--- src/design/jpa_pkg.sv ---
// package: shared constants and types for the programming test port
package jpa_pkg;
   localparam int          IR_W          = 4;
   localparam logic [3:0]  IR_RESET_VAL  = 4'h1;
   localparam logic [3:0]  OP_EXTEST     = 4'h0;
   localparam logic [3:0]  OP_IDCODE     = 4'h1;
   localparam logic [3:0]  OP_CORE_RESET = 4'hC;
   localparam logic [3:0]  OP_PROG_EN    = 4'h4;
   localparam logic [3:0]  OP_PROG_CMD   = 4'h5;
   localparam logic [3:0]  OP_BYPASS     = 4'hF;
   localparam int          DR_W          = 16;
   localparam int          EN_W          = 16;
   localparam int          CMD_W         = 15;
   localparam int          ID_W          = 32;
   // arbitrary neutral identity value
   localparam logic [31:0] ID_CODE       = 32'h1234_5671;
   // programming enable signature, arbitrary
   localparam logic [15:0] PROG_SIG      = 16'hA370;
   localparam logic        FUSE_RESET    = 1'b1;
   localparam logic        DIS_RESET     = 1'b0;
   localparam int          DIS_CLR_CYC   = 2;
   // host divider: test clock period = 2*TCK_HALF core cycles
   localparam int          TCK_HALF      = 4;
   typedef enum logic [3:0] {
      TS_RESET, TS_IDLE, TS_SEL_DR, TS_CAP_DR, TS_SH_DR, TS_EX1_DR,
      TS_PA_DR, TS_EX2_DR, TS_UP_DR, TS_SEL_IR, TS_CAP_IR, TS_SH_IR,
      TS_EX1_IR, TS_PA_IR, TS_EX2_IR, TS_UP_IR
   } jpa_tap_t;
   // standard next-state function of the access controller
   function automatic jpa_tap_t tap_next(input jpa_tap_t s,
                                          input logic mode);
      unique case (s)
         TS_RESET:  tap_next = mode ? TS_RESET  : TS_IDLE;
         TS_IDLE:   tap_next = mode ? TS_SEL_DR : TS_IDLE;
         TS_SEL_DR: tap_next = mode ? TS_SEL_IR : TS_CAP_DR;
         TS_CAP_DR: tap_next = mode ? TS_EX1_DR : TS_SH_DR;
         TS_SH_DR:  tap_next = mode ? TS_EX1_DR : TS_SH_DR;
         TS_EX1_DR: tap_next = mode ? TS_UP_DR  : TS_PA_DR;
         TS_PA_DR:  tap_next = mode ? TS_EX2_DR : TS_PA_DR;
         TS_EX2_DR: tap_next = mode ? TS_UP_DR  : TS_SH_DR;
         TS_UP_DR:  tap_next = mode ? TS_SEL_DR : TS_IDLE;
         TS_SEL_IR: tap_next = mode ? TS_RESET  : TS_CAP_IR;
         TS_CAP_IR: tap_next = mode ? TS_EX1_IR : TS_SH_IR;
         TS_SH_IR:  tap_next = mode ? TS_EX1_IR : TS_SH_IR;
         TS_EX1_IR: tap_next = mode ? TS_UP_IR  : TS_PA_IR;
         TS_PA_IR:  tap_next = mode ? TS_EX2_IR : TS_PA_IR;
         TS_EX2_IR: tap_next = mode ? TS_UP_IR  : TS_SH_IR;
         TS_UP_IR:  tap_next = mode ? TS_SEL_DR : TS_IDLE;
      endcase
   endfunction
endpackage

--- src/design/jpa_link_if.sv ---
// interface: four test-port wires between programmer and device
`timescale 1ns/1ps
interface jpa_link_if;
   logic tck;
   logic tms;
   logic tdi;
   logic tdo;
   logic tdo_oe_n;
   modport device (input tck, input tms, input tdi,
                   output tdo, output tdo_oe_n);
   modport host   (output tck, output tms, output tdi,
                   input tdo, input tdo_oe_n);
endinterface

--- src/design/jpa_device.sv ---
// device end: test access controller with programming entry gating
`timescale 1ns/1ps
// Operation
// - programmer needs only the four test wires
// - port usable only with fuse and bit clear
// - enable fuse programmed by default
// - reset low clears disable bit after two
// - reset re-enable unsuited for scan or debug
// - test clock slower than chip maximum
// - all shift registers move lsb first
// - four-bit instruction register, sixteen opcodes
// - opcode selects the data register path
// - idle state strobes internal programming clock
module jpa_device (
   input  wire logic core_clk,
   input  wire logic rst,
   jpa_link_if.device link,
   input  wire logic ext_reset_n,
   input  wire logic disable_set,
   input  wire logic [14:0] cmd_result,
   output logic      port_usable,
   output logic      test_port_disable_bit,
   output logic      prog_mode,
   output logic      core_reset_hold,
   output logic [14:0] cmd_word,
   output logic      cmd_strobe,
   output logic      prog_clk_pulse
);
   // ----------------------------------------------------------------
   // pin synchronisers
   // ----------------------------------------------------------------
   // three stages; a level counts once stages two and three agree
   logic [2:0] tck_s_r, tms_s_r, tdi_s_r, rstn_s_r;
   logic [2:0] tck_s_nxt, tms_s_nxt, tdi_s_nxt, rstn_s_nxt;
   logic       tck_q_r, tms_q_r, tdi_q_r, rstn_q_r;
   logic       tck_q_nxt, tms_q_nxt, tdi_q_nxt, rstn_q_nxt;
   always_comb begin
      tck_s_nxt  = {tck_s_r[1:0], link.tck};
      tms_s_nxt  = {tms_s_r[1:0], link.tms};
      tdi_s_nxt  = {tdi_s_r[1:0], link.tdi};
      rstn_s_nxt = {rstn_s_r[1:0], ext_reset_n};
      tck_q_nxt  = (tck_s_r[1] == tck_s_r[2]) ? tck_s_r[2] : tck_q_r;
      tms_q_nxt  = (tms_s_r[1] == tms_s_r[2]) ? tms_s_r[2] : tms_q_r;
      tdi_q_nxt  = (tdi_s_r[1] == tdi_s_r[2]) ? tdi_s_r[2] : tdi_q_r;
      rstn_q_nxt = (rstn_s_r[1] == rstn_s_r[2]) ? rstn_s_r[2] : rstn_q_r;
   end
   always_ff @(posedge core_clk or posedge rst) begin
      if (rst) begin
         tck_s_r  <= 3'h0;
         tms_s_r  <= 3'h7;
         tdi_s_r  <= 3'h0;
         rstn_s_r <= 3'h7;
         tck_q_r  <= 1'b0;
         tms_q_r  <= 1'b1;
         tdi_q_r  <= 1'b0;
         rstn_q_r <= 1'b1;
      end else begin
         tck_s_r  <= tck_s_nxt;
         tms_s_r  <= tms_s_nxt;
         tdi_s_r  <= tdi_s_nxt;
         rstn_s_r <= rstn_s_nxt;
         tck_q_r  <= tck_q_nxt;
         tms_q_r  <= tms_q_nxt;
         tdi_q_r  <= tdi_q_nxt;
         rstn_q_r <= rstn_q_nxt;
      end
   end
   wire tck_rise = tck_q_nxt & ~tck_q_r;
   wire tck_fall = ~tck_q_nxt & tck_q_r;

   // ----------------------------------------------------------------
   // enable gating: fuse and disable bit
   // ----------------------------------------------------------------
   // fuse is a constant programmed value; no write path exists here
   logic       test_port_enable_fuse;
   logic       dis_r, dis_nxt;
   logic [1:0] low_cnt_r, low_cnt_nxt;
   assign test_port_enable_fuse = jpa_pkg::FUSE_RESET;
   always_comb begin
      dis_nxt     = dis_r;
      low_cnt_nxt = 2'h0;
      if (!rstn_q_r && dis_r) begin
         low_cnt_nxt = low_cnt_r + 2'h1;
         // clearing wins while the bit is set; once clear, a set is taken even with reset low
         if (low_cnt_r == 2'(jpa_pkg::DIS_CLR_CYC - 1))
            dis_nxt = 1'b0;
      end else if (disable_set) begin
         dis_nxt = 1'b1;
      end
   end
   always_ff @(posedge core_clk or posedge rst) begin
      if (rst) begin
         dis_r     <= jpa_pkg::DIS_RESET;
         low_cnt_r <= 2'h0;
      end else begin
         dis_r     <= dis_nxt;
         low_cnt_r <= low_cnt_nxt;
      end
   end
   wire usable = test_port_enable_fuse & ~dis_r;

   // ----------------------------------------------------------------
   // access controller and shift paths
   // ----------------------------------------------------------------
   jpa_pkg::jpa_tap_t     st_r, st_nxt;
   logic [3:0]            ir_r, ir_nxt, irs_r, irs_nxt;
   logic [31:0]           dr_r, dr_nxt;
   logic [14:0]           cmd_r, cmd_nxt;
   logic                  pm_r, pm_nxt, rh_r, rh_nxt;
   logic                  tdo_r, tdo_nxt, oe_n_r, oe_n_nxt;
   logic                  stb_r, stb_nxt, pclk_r, pclk_nxt;
   // serial length of the path picked by the opcode
   function automatic int dr_len(input logic [3:0] op);
      unique case (op)
         jpa_pkg::OP_IDCODE:     dr_len = jpa_pkg::ID_W;
         jpa_pkg::OP_PROG_EN:    dr_len = jpa_pkg::EN_W;
         jpa_pkg::OP_PROG_CMD:   dr_len = jpa_pkg::CMD_W;
         default:                dr_len = 1;
      endcase
   endfunction
   always_comb begin
      st_nxt   = st_r;
      ir_nxt   = ir_r;
      irs_nxt  = irs_r;
      dr_nxt   = dr_r;
      cmd_nxt  = cmd_r;
      pm_nxt   = pm_r;
      rh_nxt   = rh_r;
      tdo_nxt  = tdo_r;
      oe_n_nxt = oe_n_r;
      stb_nxt  = 1'b0;
      pclk_nxt = 1'b0;
      if (!usable) begin
         // pins go back to port use; controller held in reset
         // scan state is lost here, so scan or debug cannot lean on the
         // reset re-enable and must keep the pins dedicated
         st_nxt   = jpa_pkg::TS_RESET;
         ir_nxt   = jpa_pkg::IR_RESET_VAL;
         pm_nxt   = 1'b0;
         rh_nxt   = 1'b0;
         oe_n_nxt = 1'b1;
      end else if (tck_rise) begin
         st_nxt = jpa_pkg::tap_next(st_r, tms_q_r);
         unique case (st_r)
            jpa_pkg::TS_RESET: begin
               ir_nxt = jpa_pkg::IR_RESET_VAL;
               pm_nxt = 1'b0;
            end
            jpa_pkg::TS_IDLE:
               pclk_nxt = pm_r;
            jpa_pkg::TS_CAP_IR: irs_nxt = 4'h1;
            jpa_pkg::TS_SH_IR:
               irs_nxt = {tdi_q_r, irs_r[3:1]};
            jpa_pkg::TS_UP_IR: ir_nxt = irs_r;
            jpa_pkg::TS_CAP_DR: begin
               unique case (ir_r)
                  jpa_pkg::OP_IDCODE:   dr_nxt = jpa_pkg::ID_CODE;
                  jpa_pkg::OP_PROG_CMD: dr_nxt = {17'h0_0000, cmd_result};
                  jpa_pkg::OP_CORE_RESET: dr_nxt = {31'h0000_0000, rh_r};
                  default:              dr_nxt = 32'h0000_0000;
               endcase
            end
            jpa_pkg::TS_SH_DR: begin
               // lsb out first; new bit enters at the path's top
               dr_nxt = dr_r >> 1;
               dr_nxt[dr_len(ir_r) - 1] = tdi_q_r;
            end
            jpa_pkg::TS_UP_DR: begin
               if (ir_r == jpa_pkg::OP_CORE_RESET)
                  rh_nxt = dr_r[0];
               if (ir_r == jpa_pkg::OP_PROG_EN)
                  pm_nxt = (dr_r[15:0] == jpa_pkg::PROG_SIG);
               if (ir_r == jpa_pkg::OP_PROG_CMD && pm_r) begin
                  cmd_nxt = dr_r[14:0];
                  stb_nxt = 1'b1;
               end
            end
            default: ;
         endcase
      end else if (tck_fall) begin
         // data out changes on the falling edge
         oe_n_nxt = !(st_r == jpa_pkg::TS_SH_DR ||
                      st_r == jpa_pkg::TS_SH_IR);
         tdo_nxt  = (st_r == jpa_pkg::TS_SH_IR) ? irs_r[0] : dr_r[0];
      end
   end
   always_ff @(posedge core_clk or posedge rst) begin
      if (rst) begin
         st_r   <= jpa_pkg::TS_RESET;
         ir_r   <= jpa_pkg::IR_RESET_VAL;
         irs_r  <= 4'h0;
         dr_r   <= 32'h0000_0000;
         cmd_r  <= 15'h0000;
         pm_r   <= 1'b0;
         rh_r   <= 1'b0;
         tdo_r  <= 1'b0;
         oe_n_r <= 1'b1;
         stb_r  <= 1'b0;
         pclk_r <= 1'b0;
      end else begin
         st_r   <= st_nxt;
         ir_r   <= ir_nxt;
         irs_r  <= irs_nxt;
         dr_r   <= dr_nxt;
         cmd_r  <= cmd_nxt;
         pm_r   <= pm_nxt;
         rh_r   <= rh_nxt;
         tdo_r  <= tdo_nxt;
         oe_n_r <= oe_n_nxt;
         stb_r  <= stb_nxt;
         pclk_r <= pclk_nxt;
      end
   end
   // usable is combinational from flops; register it for the port
   logic use_r;
   always_ff @(posedge core_clk or posedge rst) begin
      if (rst) use_r <= 1'b0;
      else     use_r <= usable;
   end
   assign port_usable           = use_r;
   assign test_port_disable_bit = dis_r;
   assign prog_mode             = pm_r;
   assign core_reset_hold       = rh_r;
   assign cmd_word              = cmd_r;
   assign cmd_strobe            = stb_r;
   assign prog_clk_pulse        = pclk_r;
   assign link.tdo              = tdo_r;
   assign link.tdo_oe_n         = oe_n_r;
endmodule

--- src/flat_wrapper.sv ---
// flat-port wrapper written by rule: the top's interface ports become plain ports
module jpa_device_flat 
  (core_clk, rst, ext_reset_n, disable_set, cmd_result, port_usable, test_port_disable_bit, prog_mode, core_reset_hold, cmd_word, cmd_strobe, prog_clk_pulse, link_tck, link_tms, link_tdi, link_tdo, link_tdo_oe_n);
  jpa_link_if link_i ();
  input  wire logic core_clk;
  input  wire logic rst;
  input  wire logic ext_reset_n;
  input  wire logic disable_set;
  input  wire logic [14:0] cmd_result;
  output logic port_usable;
  output logic test_port_disable_bit;
  output logic prog_mode;
  output logic core_reset_hold;
  output logic [14:0] cmd_word;
  output logic cmd_strobe;
  output logic prog_clk_pulse;
  input wire logic [$bits(link_i.tck)-1:0] link_tck;
  input wire logic [$bits(link_i.tms)-1:0] link_tms;
  input wire logic [$bits(link_i.tdi)-1:0] link_tdi;
  output wire logic [$bits(link_i.tdo)-1:0] link_tdo;
  output wire logic [$bits(link_i.tdo_oe_n)-1:0] link_tdo_oe_n;
  assign link_i.tck = link_tck;
  assign link_i.tms = link_tms;
  assign link_i.tdi = link_tdi;
  assign link_tdo = link_i.tdo;
  assign link_tdo_oe_n = link_i.tdo_oe_n;
  jpa_device u_core (.core_clk(core_clk), .rst(rst), .link(link_i), .ext_reset_n(ext_reset_n), .disable_set(disable_set), .cmd_result(cmd_result), .port_usable(port_usable), .test_port_disable_bit(test_port_disable_bit), .prog_mode(prog_mode), .core_reset_hold(core_reset_hold), .cmd_word(cmd_word), .cmd_strobe(cmd_strobe), .prog_clk_pulse(prog_clk_pulse));
endmodule
--- config.mk ---
export PLATFORM = sky130hd
export DESIGN_NAME = jpa_device_flat
export DESIGN_NICKNAME = d
export VERILOG_FILES = /design/src/design/jpa_pkg.sv /design/src/design/jpa_link_if.sv /design/src/design/jpa_device.sv /design/src/flat_wrapper.sv
export SDC_FILE = /design/constraint.sdc
export NUM_CORES = 1
export LEC_CHECK = 0
export BUFFER_PORTS_ARGS = -buffer_cell sky130_fd_sc_hd__buf_4
export CORE_MARGIN = 5
export CORE_UTILIZATION = 40
export CTS_CLUSTER_SIZE = 12
export DETAILED_ROUTE_END_ITERATION = 7
export GPL_TIMING_DRIVEN = 0
export PLACE_DENSITY = 0.65
export SETUP_SLACK_MARGIN = 0.3
export SYNTH_ARGS = -nofsm -noshare
export SYNTH_HDL_FRONTEND = slang
export SYNTH_SLANG_ARGS = --single-unit
--- constraint.sdc ---
create_clock -name core_clk -period 2.9 [get_ports core_clk]
set_input_delay 0.87 -clock core_clk [delete_from_list [all_inputs] [get_ports core_clk]]
set_output_delay 0.87 -clock core_clk [all_outputs]
set_load 0.03 [all_outputs]
== Yosys cells after proc, flatten, opt, wreduce, memory -nomap -nowiden ==
Cells that the tools add are included.

* Input port bits: 22
* Register bits after elaboration: 85
* Word-level logic and storage cells: 140

* $add $sub $neg: 2
* Reduce and logical (&&, ||, !) cells: 28
* Eq/ne operators: 28
* Magnitude comparators: 2
* Bitwise operators: 6
* Muxes and demuxes: 52

{| class="wikitable"
|+ Operators with widths
! cell !! number
|-
| $mux 32 || 3
|-
| $pmux 29 s3 || 1
|-
| $pmux 32 s2 || 1
|-
| $pmux 4 s12 || 1
|-
| $eq 4x4->1 const B || 9
|-
| $bwmux 32 || 1
|-
| $ge 32x1->1 const B || 1
|-
| $lt 32x7->1 const B || 1
|-
| $mux 4 || 8
|-
| $sub 32x2->32 const B || 1
|-
| $mux 1 || 26
|-
| $eq 4x3->1 const B || 6
|-
| $pmux 6 s3 || 1
|-
| $eq 16x16->1 const B || 1
|-
| $pmux 4 s2 || 2
|-
| $reduce_and 3->1 || 5
|-
| $reduce_bool 2->1 || 7
|-
| $eq 4x1->1 const B || 2
|-
| $eq 4x2->1 const B || 2
|-
| $mux 2 || 4
|-
| $mux 3 || 2
|-
| $reduce_and 2->1 || 3
|-
| $reduce_bool 3->1 || 2
|-
| $demux 1 s5 || 1
|-
| other kinds (15) || 27
|}

== Longest topological paths before layout ==
* Word-level depth: 12
* Gate-level depth with buffers: 8

== Worst setup path after synthesis ==
OpenSTA, ideal clock, no wires.

* Path type: reg-to-reg
* From: register u_core.ir_r[0]
* To: register u_core.dr_r[15]
* Period minus slack after synthesis: 2.477 ns
* Data required time: 2.779 ns
* Path slack: 0.423 ns
* Buffers on the path: 1
* Setup time: 0.121 ns
* Cell stages (with the launch flop): 8
* Arrival: 2.356 ns
* Cell sequence: dfstp_2 -> or4b_2 -> clkbuf_1 -> ha_1 -> nor2b_1 -> nand3_1 -> mux2_2 -> a22o_1

* Word-level cells in the longest chain between the ends: 12
* Elaborated cells between the ends (all ways): 15
* Those cells by class: add/sub (1); order compare (2); eq/ne (3); mux (8); reduce/logical (1)

{| class="wikitable"
|+ RTL lines
! what !! line !! RTL
|-
| from (decl) || jpa_device.sv:106 || <nowiki>logic [3:0] ir_r, ir_nxt, irs_r, irs_nxt;</nowiki>
|-
| from (signal assigned) || jpa_device.sv:190 || <nowiki>ir_r <= jpa_pkg::IR_RESET_VAL;</nowiki>
|-
| from (signal assigned) || jpa_device.sv:202 || <nowiki>ir_r <= ir_nxt;</nowiki>
|-
| $eq 4x3->1 or $eq 4x1->1 (tied branches) || jpa_device.sv:114 || <nowiki>unique case (op)</nowiki>
|-
| $pmux 6 s3 * || jpa_device.sv:114 ||
|-
| $mux 32 * || jpa_device.sv:144 || <nowiki>unique case (st_r)</nowiki>
|-
| $mux 32 * || jpa_device.sv:142 || <nowiki>end else if (tck_rise) begin</nowiki>
|-
| $mux 32 * || jpa_device.sv:133 || <nowiki>if (!usable) begin</nowiki>
|-
| $sub 32x2->32 * || jpa_device.sv:166 || <nowiki>dr_nxt[dr_len(ir_r) - 1] = tdi_q_r;</nowiki>
|-
| $ge 32x1->1 (not written as such) or $lt 32x7->1 (tied branches) || jpa_device.sv:166 ||
|-
| $logic_and 1x1->1 (not written as such) || jpa_device.sv:166 ||
|-
| $mux 1 (not written as such) || jpa_device.sv:166 ||
|-
| $demux 1 s5 * || n/a ||
|-
| $bwmux 32 * || jpa_device.sv:166 ||
|-
| $pmux 32 s2 * || jpa_device.sv:144 ||
|-
| to (signal assigned) || jpa_device.sv:204 || <nowiki>dr_r <= dr_nxt;</nowiki>
|-
| to (decl) || jpa_device.sv:107 || <nowiki>logic [31:0] dr_r, dr_nxt;</nowiki>
|}

Mark *: on every way between the ends. The rest lies on a longest branch, timed or not. The select of a mux whose other input is x is not followed.
A chain may end at the register's enable or synchronous reset.

== Final worst setup path ==
Ends and elaborated chain as after synthesis.

==> out/results.ini <==
[clock_tree]
htree_levels=3
clk_pin_slew_ns=0.09
cts.sinks=85
cts_tree=done
ctsRootBufferMaster=clkbuf_8
cts.path.max_buffers=2
cts_made_buffers=9
insertion_delay_ns=0.35

[floorplan]
core_um2=9640
boundaryPins=45
initial_core_util_pct=40.4
row_count=36
die_h_um=109
dieArea_um2=11800
die_w_um=109

[logic_synthesis]
yosys_warnings=0
syn-num-nets=368
syn_area_per_cell_um2=11.3
netlist_area_um2=3900
synthCells=344
ys_dominant_reg_cell=dfrtp_1
synthDistinctLibCells=60
synth_edf_count=0
yosysSeqAreaShare_pct=54.9
synthArstFlopShare_pct=100
synth_seq_cells=85

[pwr]
p_leak_nw=2.14
switching_share_pct=24.4
peakVddDrop_v=0.000269
p_comb_share_pct=10.0
powerDensity_nw_per_um2=541
p_int_mw=1.92
p_sw_mw=0.622
power_frac_seq_pct=49.3
pwr-share-clk_pct=40.7

[timing]
fin_skew_ns=0.0111
slew_headroom_pct=53.2
setup_tns_ns=0
finalCritPeriodShare_pct=87.3
min_period_ns=2.53
fin_hold_ws_ns=0.350
fmax_ghz=0.395
slew_violations=0
finalSetupViolations=0
hold_violations=0
rsz0062_at_grt=no
tightest_slew_ns=0.699

[layout]
nNetsFinal=426
layout_commonest_cell=dfrtp_1
final_layout_size_suffix_gt1_share_pct=31.4
layout_common_cells=75 x dfrtp_1, 47 x buf_4, 39 x nor2_1, 29 x nand2_1, 19 x mux2_2
diodes=0
syn2layout_area_growth_pct=20.7

[detailed_routing]
drtAntennaViolNets=0
drt_iter0_drc=203
dr.pass1.iters=4
route.detailed.drc=0
via_per_inst=5.34
drt-wirelength-per-cell_um=16.1
vias=2885
routed_wl_um=8700

[hold_path]
worstHoldStart=u_core.tck_s_r[0]
hold_depth=0
min_to=u_core.tck_s_r[1]
hp-class=flip-flop to flip-flop

[worst_setup_path]
required_ns=3.13
endpoint_kind=flip-flop
crit_fanout=7
reg2reg_to=u_core.dr_r[15]
cp.arrival_ns=2.76
crit_type=flip-flop to flip-flop
r2r_cells=7
worstSetupStartpointType=flip-flop
r2r_start=u_core.ir_r[0]
rrSetupSlack_ns=0.37

[global_route]
grt_start_max_net_pins=41
grt_pass1_wl_um=14000
track_usage_pct=15.1
grt_pass1_vias=2955
grt-ovfl-total=0
antenna_found_initial=0

[outcome]
status=completed

[placed_design]
gp_congestion=0.815
dp_hpwl_um=6120
io_buffers=44

[flow_run]
cap_violations=0

-- how the worst max path moves through the flow --
stage | from | to | cells after the start
detailed placement | u_core.ir_r[0] | u_core.dr_r[15] | 7
finish | u_core.ir_r[0] | u_core.dr_r[15] | 7
floorplan | u_core.ir_r[0] | u_core.dr_r[15] | 7
global route | u_core.ir_r[0] | u_core.dr_r[15] | 7
CTS | u_core.ir_r[0] | u_core.dr_r[15] | 7
global placement | u_core.ir_r[0] | u_core.dr_r[15] | 7
-- synthesized netlist by cell type, types with 3 or more instances --
cell type / instances / share of area, %
a211oi_1: 3 / 0.58
nand2_1: 29 / 2.8
buf_6: 6 / 1.7
mux2_2: 19 / 5.5
a21oi_1: 17 / 2.2
nand4_1: 3 / 0.48
dfstp_2: 10 / 6.7
o21ai_0: 13 / 1.7
nor2_1: 39 / 3.8
a22o_1: 11 / 2.5
clkbuf_1: 9 / 0.87
a221oi_1: 5 / 1.1
dfrtp_1: 75 / 48
maj3_1: 4 / 1.0
a221oi_2: 3 / 1.2
buf_2: 5 / 0.64
inv_1: 11 / 1.1
a31oi_1: 3 / 0.48
nor3_1: 4 / 0.51
nand3_1: 9 / 1.2
o31ai_2: 8 / 2.6
nand2b_1: 3 / 0.48
nor2b_1: 5 / 0.80
o31ai_1: 3 / 0.58
-- power by group through the flow --
stage	Combinational, mW	Sequential (mW)	Clock [mW]
6_report	0.254	1.26	1.04
4_1_cts	0.259	1.26	1.05
5_1_grt	0.278	1.26	1.10
2_1_floorplan	0.115	1.31	0
3_3_place_gp	0.246	1.28	0
3_5_place_dp	0.258	1.28	0
-- sequential cells by signal, summed over array words and instances (netlist names), 2 cells and up --
name and count:
u_core.cmd_word 15, u_core.ir_r 4, u_core.tck_s_r 3, u_core.tms_s_r 3, u_core.low_cnt_r 2, u_core.irs_r 4
u_core.tdi_s_r 3, u_core.dr_r 32, u_core.rstn_s_r 3, u_core.st_r 4
-- kinds of logic after synthesis --
logic type | count (synthesis) | synth area share, %
xor+xnor | 1 | 0.225
fa+ha+maj | 6 | 1.67
simple gates | 114 | 15.5
buf+inv | 34 | 4.69
compound gates | 83 | 17.0
flops | 85 | 54.9
mux | 21 | 6.00
-- routing by layer --
layer  vias up  global-route usage (%)  share of wire, %
met5         -                       0                 0
met4         0                    7.66               2.7
met3        21                    2.72               4.4
met2        89                    23.9                47
met1      1417                    20.0                46
li1       1358                       -                 -
-- cell type report --
type | count | area [µm²]
Timing Repair Buffer | 47 | 378
Inverter | 11 | 45.0
Clock inverter | 5 | 106
Clock buffer | 11 | 141
Buffer | 23 | 145
Multi-Input combinational cell | 225 | 1580
Tap cell | 133 | 166
Sequential cell | 85 | 2140
Fill cell | 905 | 4930
-- worst max-delay path, stage by stage (launching register included) --
cell	delay, ns
dfstp_2	0.60
or4b_2	0.60
buf_4	0.18
ha_1	0.29
nor2b_4	0.14
nand3_1	0.09
mux2_2	0.33
a22o_1	0.19
-- stage by stage --
stage               instance area, µm²  util, %  setup slack, ns  std cells  total power, mW
finish                            4710     48.8            0.369        540             2.55
global route                      4710     48.8            0.289        540             2.64
CTS                               4690     48.7            0.307        539             2.57
detailed placement                4440     46.1            0.225        523             1.54
global placement                  4400     45.6            0.219        521             1.52
floorplan                         3900        -            0.423        344             1.43
-- repair_timing --
item / in CTS / in global routing
endpoints found under the setup margin: 3 / 3
setup buffers: 0 / 1
hold buffers: 0 / 0
pin swaps: 0 / 1
resized for setup: 1 / 5
(Power assumes the default switching activity.)
